$ cat config.mk
export PLATFORM = sky130hd
export DESIGN_NAME = ibd_top
export DESIGN_NICKNAME = d
export VERILOG_FILES = /design/src/logic/ibd_top.v
export VERILOG_INCLUDE_DIRS = /design/src /design/src/logic
export SDC_FILE = /design/constraint.sdc
export NUM_CORES = 1
export LEC_CHECK = 0
export BUFFER_PORTS_ARGS = -buffer_cell sky130_fd_sc_hd__buf_2
export CAP_MARGIN = 25
export CORE_ASPECT_RATIO = 2
export CORE_UTILIZATION = 50
export DETAILED_ROUTE_END_ITERATION = 16
export GPL_ROUTABILITY_DRIVEN = 0
export PLACE_DENSITY = 0.69
export SYNTH_ARGS = -nofsm -noshare
export SYNTH_HDL_FRONTEND = slang
export SYNTH_SLANG_ARGS = --single-unit
$ cat constraint.sdc
create_clock -name clock -period 27.9 [get_ports clock]
set_input_delay 2.79 -clock clock [delete_from_list [all_inputs] [get_ports clock]]
set_output_delay 2.79 -clock clock [all_outputs]
set_load 0.03 [all_outputs]
$ cat src/logic/ibd_defines.vh
// Constants shared by the input bit delay and sampling block.
`ifndef IBD_DEFINES_VH
`define IBD_DEFINES_VH
// First and last local stream skew register addresses.
`define IBD_LOCAL_FIRST 8'h23
`define IBD_LOCAL_LAST 8'h2A
// First and last backplane stream skew register addresses.
`define IBD_BP_FIRST 8'h63
`define IBD_BP_LAST 8'h6A
// Skew code field position inside a 16-bit register word.
`define IBD_CODE_MSB 4
`define IBD_CODE_LSB 0
// Reset value of every skew code.
`define IBD_CODE_RESET 5'h00
// Clock cycles per serial bit, one per quarter bit.
`define IBD_QUARTERS 4
// Quarter-bit history kept per stream; fixes total latency.
`define IBD_HIST_DEPTH 36
// Quarter count from frame boundary to the first emitted bit.
`define IBD_FIRST_EMIT 6'h23
// Word count of the output buffer.
`define IBD_FIFO_DEPTH 4
`endif

$ cat src/logic/ibd_top.v
// Per-stream input bit delay and sampling point logic with its ports.
`include "ibd_defines.vh"

// Small buffer with valid and ready on both sides.
module ibd_fifo #(
  parameter WIDTH = 17,
  parameter DEPTH = `IBD_FIFO_DEPTH,
  parameter AW = 2
) (
  input wire clock, // System clock.
  input wire rst_n, // Synchronised active-low reset.
  input wire [WIDTH-1:0] in_data, // Word to store.
  input wire in_valid, // Source offers a word.
  output wire in_ready, // Buffer has room.
  output reg [WIDTH-1:0] out_data, // Oldest stored word.
  output wire out_valid, // Buffer holds a word.
  input wire out_ready // Sink takes the word.
);
  reg [WIDTH-1:0] mem [0:DEPTH-1]; // Word storage.
  reg [AW-1:0] wr_reg; // Write pointer.
  reg [AW-1:0] rd_reg; // Read pointer.
  reg [AW:0] cnt_reg; // Number of stored words.
  wire push; // A word enters this cycle.
  wire pop; // A word leaves this cycle.

  assign in_ready = (cnt_reg != DEPTH[AW:0]);
  assign out_valid = (cnt_reg != {(AW+1){1'b0}});
  assign push = in_valid & in_ready;
  assign pop = out_valid & out_ready;
  // Pointers and fill count; push and pop may share a cycle.
  always @(posedge clock or negedge rst_n) begin
    if (!rst_n) begin
      wr_reg <= {AW{1'b0}};
      rd_reg <= {AW{1'b0}};
      cnt_reg <= {(AW+1){1'b0}};
    end else begin
      if (push) begin
        wr_reg <= wr_reg + 1'b1;
      end
      if (pop) begin
        rd_reg <= rd_reg + 1'b1;
      end
      if (push & ~pop) begin
        cnt_reg <= cnt_reg + 1'b1;
      end else if (pop & ~push) begin
        cnt_reg <= cnt_reg - 1'b1;
      end
    end
  end

  // Storage needs no reset; only counted words are ever shown.
  always @(posedge clock) begin
    if (push) begin
      mem[wr_reg] <= in_data;
    end
  end

  // Output word is read combinationally from the head slot.
  always @* begin
    out_data = mem[rd_reg];
  end
endmodule // ibd_fifo

// One stream: pin synchroniser, quarter-bit history and sampling tap.
module ibd_lane (
  input wire clock, // System clock, one tick per quarter bit.
  input wire rst_n, // Synchronised active-low reset.
  input wire din, // Serial stream pin.
  input wire [4:0] code, // This stream's skew code.
  input wire mode, // Sampling point select mode.
  output wire bit_out // Bit seen at the chosen sampling moment.
);
  reg s1_reg; // First synchroniser stage, read only by the second.
  reg s2_reg; // Second synchroniser stage.
  reg s3_reg; // Third synchroniser stage.
  reg st_reg; // Accepted level.
  reg [`IBD_HIST_DEPTH-1:0] hist_reg; // Quarter-bit samples, newest at 0.
  wire [1:0] sp_rot; // Rotated sampling point code.
  wire [2:0] spoint; // Sampling quarter, 1 to 4.
  wire [5:0] dly_q; // Delay in quarter bits.
  wire [5:0] age; // History tap.
  // Three stages; a new level counts only once stages two and three agree.
  always @(posedge clock or negedge rst_n) begin
    if (!rst_n) begin
      s1_reg <= 1'b1;
      s2_reg <= 1'b1;
      s3_reg <= 1'b1;
      st_reg <= 1'b1;
      hist_reg <= {`IBD_HIST_DEPTH{1'b1}};
    end else begin
      s1_reg <= din;
      s2_reg <= s1_reg;
      s3_reg <= s2_reg;
      if (s2_reg == s3_reg) begin
        st_reg <= s3_reg;
      end
      hist_reg <= {hist_reg[`IBD_HIST_DEPTH-2:0], st_reg};
    end
  end

  // Codes 00,01,10,11 map to quarters 3,4,1,2 in integer mode.
  assign sp_rot = code[1:0] + 2'h2;
  // Quarter mode keeps the three-quarter point whatever the code.
  assign spoint = mode ? ({1'b0, sp_rot} + 3'h1) : 3'h3;
  // Integer mode uses whole bits; quarter mode counts quarters.
  assign dly_q = mode ? {1'b0, code[4:2], 2'h0}
                      : {1'b0, code};
  // Later sampling means a younger sample at the fixed emit moment.
  assign age = `IBD_FIRST_EMIT - {3'h0, spoint} - dly_q;
  assign bit_out = hist_reg[age];
endmodule // ibd_lane

// Top: register port, sixteen lanes, frame timing and output buffer.
module ibd_top (
  input wire clock, // System clock, 20 MHz.
  input wire rstn, // Asynchronous active-low reset.
  input wire sampling_point_select_mode, // Control bit, same clock.
  input wire [7:0] local_in, // Local serial input streams.
  input wire [7:0] backplane_in, // Backplane serial input streams.
  input wire frame_n, // Frame pulse pin, active low.
  input wire cs_n, // Register port chip select, active low.
  input wire ds_n, // Register port data strobe, active low.
  input wire rw, // High reads, low writes.
  input wire [7:0] addr, // Register address.
  input wire [15:0] data_in, // Data bus input.
  output reg [15:0] data_out, // Data bus output.
  output wire data_oe, // High while driving the data bus.
  output wire ack_n, // Access acknowledge, active low.
  output wire [15:0] bit_data, // Bits, local in 7:0, backplane 15:8.
  output wire bit_first, // Word holds frame bit zero.
  output wire bit_valid, // Output word valid.
  input wire bit_ready, // Sink takes the word.
  output reg overrun, // A word was lost to a full buffer.
  input wire overrun_clear // Clears the overrun flag.
);
  reg rst_s1_reg; // Reset release, first stage.
  reg rst_s2_reg; // Reset release, second stage.
  wire rst_n; // Reset used by the design.
  reg [4:0] code_reg [0:15]; // Skew codes, local 0..7, backplane 8..15.
  reg a1_reg; // Access synchroniser, first stage.
  reg a2_reg; // Access synchroniser, second stage.
  reg a3_reg; // Access synchroniser, third stage.
  reg acc_reg; // Accepted access level.
  reg done_reg; // Access has been served.
  reg rd_reg; // Access being served is a read.
  reg f1_reg; // Frame synchroniser, first stage.
  reg f2_reg; // Frame synchroniser, second stage.
  reg f3_reg; // Frame synchroniser, third stage.
  reg fr_reg; // Accepted frame level, active low.
  reg fr_old_reg; // Previous accepted frame level.
  reg [1:0] phase_reg; // Quarter within the bit.
  reg [5:0] qcnt_reg; // Quarters since frame, saturating.
  reg [15:0] lane_reg; // Registered lane bits.
  reg emit_reg; // Lane bits are ready to enter the buffer.
  reg first_reg; // Emitted bits are bit zero of a frame.
  wire [15:0] lane_bits; // Lane taps.
  wire [79:0] codes; // All codes, flattened.
  wire hit_local; // Address is a local skew register.
  wire hit_bp; // Address is a backplane skew register.
  wire [7:0] idx_local; // Local register offset.
  wire [7:0] idx_bp; // Backplane register offset.
  wire [3:0] sel; // Selected code slot.
  wire fifo_ready; // Buffer has room.
  wire frame_edge; // Frame boundary seen.
  integer i; // Reset loop index.
  // Reset is applied at once but released through two flip-flops.
  always @(posedge clock or negedge rstn) begin
    if (!rstn) begin
      rst_s1_reg <= 1'b0;
      rst_s2_reg <= 1'b0;
    end else begin
      rst_s1_reg <= 1'b1;
      rst_s2_reg <= rst_s1_reg;
    end
  end
  assign rst_n = rst_s2_reg;
  // Address decode; each stream has its own address in order.
  assign hit_local = (addr >= `IBD_LOCAL_FIRST) &&
                     (addr <= `IBD_LOCAL_LAST);
  assign hit_bp = (addr >= `IBD_BP_FIRST) && (addr <= `IBD_BP_LAST);
  assign idx_local = addr - `IBD_LOCAL_FIRST;
  assign idx_bp = addr - `IBD_BP_FIRST;
  assign sel = hit_local ? {1'b0, idx_local[2:0]}
                         : {1'b1, idx_bp[2:0]};

  // Port strobes are asynchronous, so they pass three stages.
  always @(posedge clock or negedge rst_n) begin
    if (!rst_n) begin
      a1_reg <= 1'b0;
      a2_reg <= 1'b0;
      a3_reg <= 1'b0;
      acc_reg <= 1'b0;
    end else begin
      a1_reg <= ~cs_n & ~ds_n;
      a2_reg <= a1_reg;
      a3_reg <= a2_reg;
      if (a2_reg == a3_reg) begin
        acc_reg <= a3_reg;
      end
    end
  end

  // One action per strobe; address and data must hold while strobed.
  // Upper bits are not stored, so they always read back as zero.
  always @(posedge clock or negedge rst_n) begin
    if (!rst_n) begin
      done_reg <= 1'b0;
      rd_reg <= 1'b0;
      data_out <= 16'h0000;
      for (i = 0; i < 16; i = i + 1) begin
        code_reg[i] <= `IBD_CODE_RESET;
      end
    end else if (acc_reg & ~done_reg) begin
      done_reg <= 1'b1;
      rd_reg <= rw;
      data_out <= 16'h0000;
      if (hit_local | hit_bp) begin
        if (rw) begin
          data_out[`IBD_CODE_MSB:`IBD_CODE_LSB] <= code_reg[sel];
        end else begin
          // Only the addressed stream changes; others run on.
          code_reg[sel] <= data_in[`IBD_CODE_MSB:`IBD_CODE_LSB];
        end
      end
    end else if (~acc_reg) begin
      done_reg <= 1'b0;
      rd_reg <= 1'b0;
    end
  end

  // Unmapped reads drive zero; unmapped writes are acknowledged only.
  assign ack_n = ~done_reg;
  assign data_oe = done_reg & rd_reg;
  // Frame pulse passes the same three stages as the stream pins.
  always @(posedge clock or negedge rst_n) begin
    if (!rst_n) begin
      f1_reg <= 1'b1;
      f2_reg <= 1'b1;
      f3_reg <= 1'b1;
      fr_reg <= 1'b1;
      fr_old_reg <= 1'b1;
    end else begin
      f1_reg <= frame_n;
      f2_reg <= f1_reg;
      f3_reg <= f2_reg;
      if (f2_reg == f3_reg) begin
        fr_reg <= f3_reg;
      end
      fr_old_reg <= fr_reg;
    end
  end
  assign frame_edge = fr_old_reg & ~fr_reg;
  // Bit timing restarts at the boundary, so delays count from it.
  always @(posedge clock or negedge rst_n) begin
    if (!rst_n) begin
      phase_reg <= 2'h0;
      qcnt_reg <= 6'h00;
    end else if (frame_edge) begin
      phase_reg <= 2'h1;
      qcnt_reg <= 6'h01;
    end else begin
      phase_reg <= phase_reg + 2'h1;
      if (qcnt_reg != 6'h3F) begin
        qcnt_reg <= qcnt_reg + 6'h01;
      end
    end
  end

  // Flatten the codes so each lane sees only its own register.
  genvar g;
  generate
    for (g = 0; g < 16; g = g + 1) begin : gen_lane
      assign codes[g*5+4:g*5] = code_reg[g];
      // Every lane shares the one mode bit.
      ibd_lane u_lane (
        .clock(clock),
        .rst_n(rst_n),
        .din(g < 8 ? local_in[g % 8] : backplane_in[g % 8]),
        .code(codes[g*5+4:g*5]),
        .mode(sampling_point_select_mode),
        .bit_out(lane_bits[g])
      );
    end
  endgenerate
  // Taps are caught once per bit, at the last quarter of the period.
  always @(posedge clock or negedge rst_n) begin
    if (!rst_n) begin
      lane_reg <= 16'h0000;
      emit_reg <= 1'b0;
      first_reg <= 1'b0;
    end else begin
      emit_reg <= (phase_reg == 2'h3) && !frame_edge;
      if ((phase_reg == 2'h3) && !frame_edge) begin
        lane_reg <= lane_bits;
        first_reg <= (qcnt_reg == `IBD_FIRST_EMIT);
      end
    end
  end

  // The serial line cannot be stalled, so a full buffer drops a word.
  // The loss is flagged; a new loss wins over a clear in one cycle.
  always @(posedge clock or negedge rst_n) begin
    if (!rst_n) begin
      overrun <= 1'b0;
    end else if (emit_reg & ~fifo_ready) begin
      overrun <= 1'b1;
    end else if (overrun_clear) begin
      overrun <= 1'b0;
    end
  end
  ibd_fifo #(
    .WIDTH(17),
    .DEPTH(`IBD_FIFO_DEPTH),
    .AW(2)
  ) u_fifo (
    .clock(clock),
    .rst_n(rst_n),
    .in_data({first_reg, lane_reg}),
    .in_valid(emit_reg),
    .in_ready(fifo_ready),
    .out_data({bit_first, bit_data}),
    .out_valid(bit_valid),
    .out_ready(bit_ready)
  );
endmodule // ibd_top

* Word level (Yosys, flattened, before mapping)
Memories as Yosys holds them, arrays and structs flattened. Index checks and enable logic that the tools add are counted.
Cells by class: add/subtract/negate cells 72, magnitude comparators 22, equal/unequal tests 23, mux-type cells 85, bitwise operators 19, reduce and logical (&&, ||, !) cells 10
Operators with widths (number):
- 6-bit by 7-bit < comparator with 1-bit output (second input constant) | 16
- 1-bit binary-select mux with 6-bit select | 16
- 6-bit by 3-bit subtractor with 6-bit output (first input constant) | 16
- 6-bit by 5-bit subtractor with 6-bit output | 16
- 80-bit bitwise mux | 1
- 3-bit two-way mux | 18
- 2-bit by 1-bit adder with 3-bit output (second input constant) | 16
- 2-bit two-way mux | 17
- 2-bit adder (second input constant) | 16
- 5-bit two-way mux | 5
- 1-bit two-way mux | 23
- 5-bit binary-select mux with 4-bit select | 1
- 5-bit demux with 4-bit select | 1
- 1-bit equality test | 18
- 6-bit two-way mux | 2
- 1-bit bitwise AND | 9
- 8-bit by 6-bit greater-or-equal comparator with 1-bit output (second input constant) | 1
- 8-bit by 7-bit greater-or-equal comparator with 1-bit output (second input constant) | 1
- 8-bit by 6-bit <= comparator with 1-bit output (second input constant) | 1
- 8-bit by 7-bit <= comparator with 1-bit output (second input constant) | 1
- 1-bit NOT | 8
- 2-bit by 1-bit adder with 2-bit output (second input constant) | 3
- 6-bit by 1-bit adder with 6-bit output (second input constant) | 1
- 6-bit equality test (second input constant) | 1
- other kinds (17) | 23
Word-level totals: flip-flop bits (word level) 772, memory bits (writable) 68, input port bits 49, output and inout bits 37, logic and storage cells 351, memories 1
Memories:
- u_fifo.mem | words 4, width 17, rd ports 1, clocked after memory_dff 0, write ports 1, line ibd_top.v:19 | reg [WIDTH-1:0] mem [0:DEPTH-1];

* Longest topological paths before layout
Gate-level depths: netlist of the first run.
depth in word-level cells 9, mapped depth 11, gate-level depth less buffers 11

* By module
Synthesis of the first run repeated with hierarchy kept, for this count alone.
Unflattened totals: cells, all modules 1945, area total of the unflattened synthesis 34305.4 um^2
Modules (own cells, without submodules):
- ibd_lane | times used 16, cells each 86, area an instance 1592.8 um^2
- ibd_top | times used 1, cells each 445, area an instance 5914.4 um^2
- ibd_fifo | times used 1, cells each 124, area an instance 2906.5 um^2

* Least setup slack after synthesis of the first run
OpenSTA, ideal clock, no wires.
path kind input port to flip-flop, start point in sampling_point_select_mode, end point reg lane_reg[0], library setup time 0.142 ns, arrival 5.059 ns, required time 27.758 ns, setup slack 22.699 ns, stages on the path 11, path buffers 2, cells stage by stage inv_1 clkbuf_1 buf_1 nand2_1 ha_1 fa_1 xor2_1 mux2i_1 mux2i_1 mux2i_1 o221ai_1
Between the ends: cells in the longest elaborated chain, start to end 5, elaborated cells on any way between the ends 6
RTL lines:
- start, declared | line ibd_top.v:117 | input wire sampling_point_select_mode,
- 3-bit two-way mux | line ibd_top.v:104 | assign spoint = mode ? ({1'b0, sp_rot} + 3'h1) : 3'h3;
- 6-bit by 3-bit subtractor with 6-bit output (no source line)
- 6-bit by 5-bit subtractor with 6-bit output (no source line) *
- 1-bit binary-select mux with 6-bit select * | line ibd_top.v:110 | assign bit_out = hist_reg[age];
- 1-bit two-way mux (not written as such) * | line ibd_top.v:110
- end signal, assigned | line ibd_top.v:294 | lane_reg <= lane_bits;
- end, declared | line ibd_top.v:153 | reg [15:0] lane_reg;
Mark *: on every way between the ends. The rest lies on a longest branch, timed or not. The select of a mux whose other input is x is not followed. A chain may end at the register's enable or synchronous reset.

* Final worst setup path of the first run
start point in sampling_point_select_mode, end point reg lane_reg[13]
Same word-level chain as after synthesis.

==> results of run 1 <==
==> power by group through the flow <==
stage / sequential [uW] / clock, uW / combinational (uW)
floorplan: 1520 / 0 / 201
global placement: 1540 / 0 / 270
detailed placement: 1550 / 0 / 280
CTS: 1540 / 1120 / 282
global route: 1550 / 1160 / 303
finish: 1530 / 1080 / 277
==> cell usage in the layout, fill, tap and decap left out, drive strengths merged, types with 6 or more instances in the layout <==
cell type	instances
dfrtp	127
o221ai	21
conb	12
clkinv	19
mux2i	118
xor2	51
inv	82
buf	81
fa	17
mux2	81
edfxtp	68
maj3	18
a21o	33
a21oi	51
nand4b	16
dfstp	645
bufinv	8
mux4	181
nand2	63
and2	23
and3	6
ha	108
nor2	40
o21ai	24
clkbuf	98
==> area by class of cell <==
type                            count  area, um^2  area share (%)
Multi-Input combinational cell    908       10400            28.1
Clock buffer                       98        2150            5.80
Sequential cell                   840       22200            59.8
Clock inverter                     37         440            1.19
Timing Repair Buffer               81         558            1.50
Tap cell                          877        1100            2.96
Inverter                           74         278           0.749
==> metal layers <==
metal	routed length (um)	GRT usage, %	share of wire (%)
met3	2380	4.08	3.9
met2	32900	33.7	54
met5	63	0	0.10
met4	1380	6.01	2.3
met1	24100	23.3	40
==> final timing paths <==
path                                                 from                              to  slack, ns  cells past startpoint
hold / removal             gen_lane[9].u_lane.hist_reg[3]  gen_lane[9].u_lane.hist_reg[4]       0.35                      0
max in group asynchronous                           rst_n       gen_lane[5].u_lane.st_reg      25.31                      3
hold reg to reg            gen_lane[9].u_lane.hist_reg[3]  gen_lane[9].u_lane.hist_reg[4]       0.35                      0
setup reg to reg                             code_reg[70]                     lane_reg[1]      24.34                     10
min in group asynchronous                           rst_n                          a1_reg       0.48                      0
setup / recovery               sampling_point_select_mode                    lane_reg[13]      22.07                     12
==> through the flow <==
stage	std cells	total power, uW	util (%)	instance area, um^2	worst slack, ns
floorplan	1893	1720	-	33200	5.92
global placement	2774	1810	52.4	34400	21.40
detailed placement	2776	1830	52.5	34400	21.30
CTS	2911	2940	56.4	37000	22.04
global route	2915	3020	56.6	37100	21.76
finish	2915	2890	56.6	37100	22.07
==> kinds of logic (layout without fill, tap and decap cells) <==
family | after synthesis | after routing
AND/OR/NAND/NOR | 169 | 169
XOR/XNOR | 56 | 56
other | 2 | 12
AO/OA/AOI/OAI | 148 | 148
buffers and inverters | 145 | 290
multiplexers | 380 | 380
adder cells (fa/ha/maj) | 143 | 143
flip-flops | 840 | 840
==> flow_summary.toml, run 1 <==
[die]
die_w_um = 184
io-pin-count = 86
rows = 133
die_h_um = 366
start_util_pct = 50.6
fp.coreArea_mm2 = 0.0656
die_area_mm2 = 0.0674

[pwr]
vdd_drop_max_v = 0.0000601
p_int_uw = 2180
p_per_area_mw_per_mm2 = 77.9
p_comb_share_pct = 9.6
power.leakage_uw = 0.0145
switching_share_pct = 24.4
switching_power_uw = 705
p_seq_share_pct = 53.1
power_frac_clock_pct = 37.3

[route]
vias = 16100
wl_um = 60800
detail_route.wl_per_cell_um = 20.9
viasPerCell = 5.52
drc = 0
drt_pre_antenna_iters = 5
drtIter0Drc = 728
ant_nets = 0

[worst_setup_path]
required_ns = 28.38
worstPathBufferInverterCount = 3
slowest_stage = "xor2_1"
cp.arrival_ns = 6.31
crit_family = "buffers and inverters"
crit_path_end_kind = "flip-flop"
cp_common_cell = "mux2i_1"
critPathKind = "in2reg"
start_kind = "primary input"
critical-path-max-stage-delay_ns = 0.58
worst-path-max-fanout = 30
crit_chain = "buf_2 > inv_1 > buf_4 > nor2_1 > a21oi_1 > ha_1 > fa_1 > xor2_1 > mux2i_1 > mux2i_1 > mux2i_1 > o221ai_1"

[timing]
fmax_ghz = 0.172
tns_ns = 0
period_minus_slack_ns = 5.83
slew_headroom_pct = 35.7
skew_ns = 0.0192
setup_viol = 0
worst_pin_slew_ns = 0.965
hold_slack_ns = 0.348
rsz0062_at_grt = "no"
slew_viol_final = 0
period_share_pct = 20.9
hold_violations = 0

[synthesis]
syn_avg_cell_area_um2 = 17.6
muxShareOfSynthArea_pct = 18.6
ys_types = 49
synth_top_area_cell = "dfstp_2"
yosysWarnings = 0
synth-adder-area-share_pct = 5.65
synth-compound-area-share_pct = 2.96
synthXorXnorAreaFrac_pct = 1.48
netlist_area_mm2 = 0.0332
netlist_instances = 1883
synth_common_cells = "645 x dfstp_2, 181 x mux4_2, 127 x dfrtp_1, 118 x mux2i_1, 108 x ha_1"
ys_top_cells_by_area = "dfstp_2 51%, mux4_2 12%, dfrtp_1 9.6%"
ys_seq_elements = 840
synth-edff-count = 68
yosys.area_share.simple_pct = 2.57
yosysMostFrequentCell = "dfstp_2"
synth_top_area_share_pct = 51.1
async_flop_share_pct = 91.9
synth_top_family_by_area = "multiplexers"
synth_seq_area_share_pct = 66.9
synthFlopType = "dfstp_2"

[clock_tree]
clockBufferDepth = 3
cts_tree = "done"
hold_buffers = 0
clk_pin_slew_ns = 0.07
cts-resized-gates = 0
numCtsBuffers = 74
h-tree-depth = 3
post_cts_buffers = 0
cts_sinks = 840
ctsRootBufferMaster = "clkbuf_16"
clkLatencyLatePin_ns = 0.63

[finish]
diodes = 0
area_growth_syn_to_layout_pct = 11.9
nets = 2153
largest_register_ffs = 576
drive_gt1_share_pct = 55.1
nFillCells = 4998

[global_routing]
grt_first_pass_wirelength_um = 99500
grt_util_all_layers_pct = 19.2
grt_max_degree = 86
grt-ovfl-total = 0
first_global_vias = 18100
antenna_found_initial = 6

[place]
hpwl_um = 40600
numPortBuffers = 63

[outcome]
status = "complete, no violations"

[run]
max-cap-violations = 0

[worst_hold_path]
hp-class = "reg2reg"
Note: power is estimated with default switching activity, not from simulation.
==> run 2, diff against run 1 <==
--- a/config.mk
+++ b/config.mk
@@ -12,7 +12,7 @@
 export CORE_UTILIZATION = 50
 export DETAILED_ROUTE_END_ITERATION = 16
 export GPL_ROUTABILITY_DRIVEN = 0
-export PLACE_DENSITY = 0.69
+export PLACE_DENSITY = 0.72
 export SYNTH_ARGS = -nofsm -noshare
 export SYNTH_HDL_FRONTEND = slang
 export SYNTH_SLANG_ARGS = --single-unit
==> constraint.sdc (replaced) <==
create_clock -name clock -period 5.2 [get_ports clock]
set_input_delay 0.52 -clock clock [delete_from_list [all_inputs] [get_ports clock]]
set_output_delay 0.52 -clock clock [all_outputs]
set_load 0.03 [all_outputs]
==> run 2 against run 1 <==
Effect of this change: sequential power rose to 5.4 times the previous value; routed wire length rose by 0.98%; die area did not move; highest routed layer unchanged; clock skew rose by 0.0065 ns; sequential share of layout area fell by 0.074 points; total power rose to 5.3 times the previous value; register-to-register slack got worse by 23 ns; utilization rose by 0.071 points; critical path depth fell by 2; largest power group unchanged.
==> flow_summary.toml, run 2 (same netlist as run 1, synthesis figures left out) <==
[outcome]
status = "complete, no violations"

[clock_tree]
cts_sinks = 840
clkLatencyLatePin_ns = 0.63
hold_buffers = 18
clk_pin_slew_ns = 0.07
ctsRootBufferMaster = "clkbuf_16"
post_cts_buffers = 0
cts-resized-gates = 0
cts_tree = "done"
clockBufferDepth = 3
h-tree-depth = 3
numCtsBuffers = 73

[die]
fp.coreArea_mm2 = 0.0656
start_util_pct = 50.6
die_w_um = 184
rows = 133
die_area_mm2 = 0.0674
io-pin-count = 86
die_h_um = 366

[global_routing]
grt-ovfl-total = 0
antenna_found_initial = 5
grt_max_degree = 189
grt_first_pass_wirelength_um = 100000
grt_util_all_layers_pct = 19.3
first_global_vias = 18200

[worst_setup_path]
crit_path_end_kind = "flip-flop"
critical-path-max-stage-delay_ns = 0.74
cp.arrival_ns = 4.02
slowest_stage = "dfrtp_1"
crit_family = "adder cells"
cp-startpoint = "code_reg[60]"
required_ns = 5.69
r2r_start = "code_reg[60]"
start_kind = "flip-flop"
crit_chain = "ha_1 > nor2_1 > a21oi_1 > ha_1 > fa_1 > xor2_1 > mux2i_1 > mux2i_1 > mux2i_1 > o221ai_1"
worstPathBufferInverterCount = 0
worst-path-max-fanout = 13
cp_common_cell = "mux2i_1"
critPathKind = "reg2reg"

[worst_hold_path]
min-delay-start = "cs_n"
hp-class = "in2reg"

[timing]
hold_violations = 0
slew_headroom_pct = 35.1
rsz0062_at_grt = "no"
period_share_pct = 67.9
worst_pin_slew_ns = 0.974
period_minus_slack_ns = 3.53
skew_ns = 0.0257
slew_viol_final = 0
tns_ns = 0
fmax_ghz = 0.283
setup_viol = 0

[pwr]
vdd_drop_max_v = 0.000322
power.leakage_uw = 0.0145
p_per_area_mw_per_mm2 = 415

[route]
vias = 16200
wl_um = 61400
ant_nets = 0
drt_pre_antenna_iters = 5
viasPerCell = 5.53
detail_route.wl_per_cell_um = 21.0
drtIter0Drc = 953
drc = 0

[run]
max-cap-violations = 0

[finish]
drive_gt1_share_pct = 54.3
multi_input_area_mm2 = 0.0104
regArea_mm2 = 0.0222
most-common-layout-cells = "645 x dfstp_2, 181 x mux4_2, 126 x dfrtp_1, 118 x mux2i_1, 108 x ha_1"
final_common_cell = "dfstp_2"
largest_register_ffs = 576
nFillCells = 4972
nets = 2166
area_growth_syn_to_layout_pct = 12.1
final_core_util_pct = 56.7

[place]
numPortBuffers = 63
hpwl_um = 41400
[run 2: final cells by class]
| type | count | share of cell area, % |
|---|---|---|
| clock inverters | 36 | 1.16 |
| inverters | 74 | 0.748 |
| diodes | 1 | 0.00674 |
| repair buffers | 95 | 1.81 |
| flip-flops and latches | 840 | 59.7 |
| clock buffers | 97 | 5.63 |
| multi-input cells | 908 | 28.0 |
| well taps | 877 | 2.95 |
[run 2: layer usage]
metal	share of wire [%]	vias to the layer above	track usage, %
li1	-	7033	-
met3	3.7	128	3.62
met4	2.8	8	6.89
met5	0.070	-	0
met2	54	292	34.1
met1	39	8729	23.3
[run 2: stage by stage]
step,instances,area (um^2),hold WS [ns],total power (uW),setup WS [ns]
final,2928,37200,0.0500,15400,1.67
after global routing,2927,37100,0.0385,16100,1.40
after CTS,2926,37100,0.00584,15600,1.59
after detailed placement,2775,34400,0.308,9840,1.40
after global placement,2775,34400,0.306,9730,1.43
after floorplan,1893,33200,0.224,9230,-1.89
[run 2: power by group]
group | total [uW] | switching, uW | internal (uW)
sequential | 8240 | 521 | 7720
combinational | 1500 | 842 | 659
clock | 5680 | 2420 | 3260
[run 2: final timing paths]
kind                                                          to  slack, ns  cells past startpoint
worst max-delay path                                 lane_reg[3]       1.67                     10
worst min-delay path                                      a1_reg       0.05                      2
min in group asynchronous                                  rst_n       0.21                      2
worst min register to register  gen_lane[14].u_lane.hist_reg[29]       0.35                      0
worst max register to register                       lane_reg[3]       1.67                     10
max in group asynchronous                            lane_reg[4]       3.42                      1
==> run 3, diff against run 2 <==
--- a/config.mk
+++ b/config.mk
@@ -12,7 +12,7 @@
 export CORE_UTILIZATION = 50
 export DETAILED_ROUTE_END_ITERATION = 16
 export GPL_ROUTABILITY_DRIVEN = 0
-export PLACE_DENSITY = 0.72
+export PLACE_DENSITY = 0.69
 export SYNTH_ARGS = -nofsm -noshare
 export SYNTH_HDL_FRONTEND = slang
 export SYNTH_SLANG_ARGS = --single-unit
==> constraint.sdc (replaced) <==
create_clock -name clock -period 3.4 [get_ports clock]
set_input_delay 0.34 -clock clock [delete_from_list [all_inputs] [get_ports clock]]
set_output_delay 0.34 -clock clock [all_outputs]
set_load 0.03 [all_outputs]
==> run 3 against run 2 <==
Effect of this change: final area increased by 1.5%; final cell count increased by 1.7%; non-clock buffer count increased by 47; first-iteration DRC count shrank 18%; hold slack improved by 0.067 ns; utilization up 0.86 points; total power increased by 56%; via count is 0.82% higher; largest power group unchanged.
==> flow_summary.toml, run 3 (same netlist as run 1, synthesis figures left out) <==
[die]
rows = 133
io-pin-count = 86
die_w_um = 184
fp.coreArea_mm2 = 0.0656
die_h_um = 366
die_area_mm2 = 0.0674
start_util_pct = 50.6

[clock_tree]
hold_buffers = 23
ctsRootBufferMaster = "clkbuf_16"
clk_pin_slew_ns = 0.07
post_cts_buffers = 0
cts_tree = "done"
numCtsBuffers = 74
clkLatencyLatePin_ns = 0.62
cts-resized-gates = 0
cts_sinks = 840
h-tree-depth = 3
clockBufferDepth = 3

[worst_setup_path]
r2r_start = "code_reg[46]"
cp-startpoint = "code_reg[46]"
ff2ff_path_depth = 11
r2r_slack_ns = 0.36
worst-path-max-fanout = 5
required_ns = 3.86
r2r-end = "lane_reg[6]"
critPathKind = "reg2reg"
crit_path_end_kind = "flip-flop"
start_kind = "flip-flop"
setup.worst_path.end = "lane_reg[6]"
cp.arrival_ns = 3.51

[global_routing]
grt_first_pass_wirelength_um = 101000
grt-ovfl-total = 0
grt_max_degree = 143
antenna_found_initial = 6
grt_util_all_layers_pct = 19.4
first_global_vias = 18400

[timing]
rsz0062_at_grt = "no"
setup_viol = 0
tns_ns = 0
slew_headroom_pct = 33.9
setup_ws_ns = 0.359
fmax_ghz = 0.329
worst_pin_slew_ns = 0.992
hold_slack_ns = 0.117
slew_viol_final = 0
period_minus_slack_ns = 3.04
period_share_pct = 89.5
skew_ns = 0.0162
hold_violations = 0

[finish]
instances_no_fill = 2978
most-common-layout-cells = "645 x dfstp_2, 181 x mux4_2, 126 x dfrtp_1, 118 x mux2i_1, 108 x ha_1"
final_common_cell = "dfstp_2"
largest_register_ffs = 576
nets = 2214
drive_gt1_share_pct = 55.1
area_growth_syn_to_layout_pct = 13.8
diodes = 0

[pwr]
p_per_area_mw_per_mm2 = 638
p_seq_share_pct = 52.4
p_comb_share_pct = 9.6
power.leakage_uw = 0.0149
p_int_uw = 18200
power_frac_clock_pct = 38.0
switching_share_pct = 24.2
vdd_drop_max_v = 0.000392
switching_power_uw = 5820

[route]
drt_pre_antenna_iters = 5
wl_um = 61000
detail_route.wl_per_cell_um = 20.5
drtIter0Drc = 782
vias = 16300
viasPerCell = 5.48
ant_nets = 0
drc = 0

[run]
max-cap-violations = 0

[place]
pre_cts_slack_ns = 0.291
place_inst = 2818
numPortBuffers = 63
hpwl_um = 40900

[outcome]
status = "complete, no violations"

[worst_hold_path]
hp-class = "in2reg"
[run 3: area by class of cell]
cell class / count / area, um^2
well taps: 877 / 1100
inverters: 74 / 278
repair buffers: 142 / 1080
clock buffers: 93 / 2100
fillers: 4908 / 27900
flip-flops and latches: 840 / 22200
clock inverters: 44 / 579
multi-input cells: 908 / 10400
[run 3: worst max-delay path, cell delays in order, from the launching register on]
cell and delay [ns]:
dfrtp_1 0.41, inv_1 0.06, ha_1 0.26, nor2_1 0.21, a21oi_1 0.08, ha_1 0.21
fa_1 0.41, xor2_1 0.56, mux2i_1 0.27, mux2i_1 0.09, mux2i_1 0.17, o221ai_1 0.14
[run 3: power groups by stage]
stage | Clock [uW] | Sequential, uW | Combinational [uW]
finish | 9140 | 12600 | 2300
global route | 9810 | 12800 | 2520
CTS | 9440 | 12600 | 2340
detailed placement | 0 | 12800 | 2310
global placement | 0 | 12700 | 2240
floorplan | 0 | 12500 | 1650
[run 3: routing by layer]
metal | global-route usage, % | vias to the layer above | share of wire [%]
li1 | - | 7142 | -
met1 | 23.5 | 8757 | 40
met2 | 33.5 | 283 | 52
met3 | 4.13 | 131 | 4.5
met4 | 7.48 | 10 | 3.3
met5 | 0 | - | 0.089
[run 3: how the worst min path moves through the flow]
stage                     from    endpoint  slack, ns  depth (start not counted)
after floorplan           rstn  rst_s1_reg       0.04                          0
after global placement    rstn  rst_s1_reg       0.13                          1
after detailed placement  rstn  rst_s1_reg       0.13                          1
after CTS                   rw      rd_reg       0.07                          3
after global routing        rw      rd_reg       0.11                          3
final                       rw      rd_reg       0.12                          3
[run 3: through the flow]
stage | util, % | instance area (um^2) | total power (uW)
2_1_floorplan | - | 33200 | 14100
3_3_place_gp | 53.1 | 34800 | 14900
3_5_place_dp | 53.1 | 34800 | 15100
4_1_cts | 57.5 | 37700 | 24400
5_1_grt | 57.5 | 37700 | 25100
6_report | 57.5 | 37700 | 24100
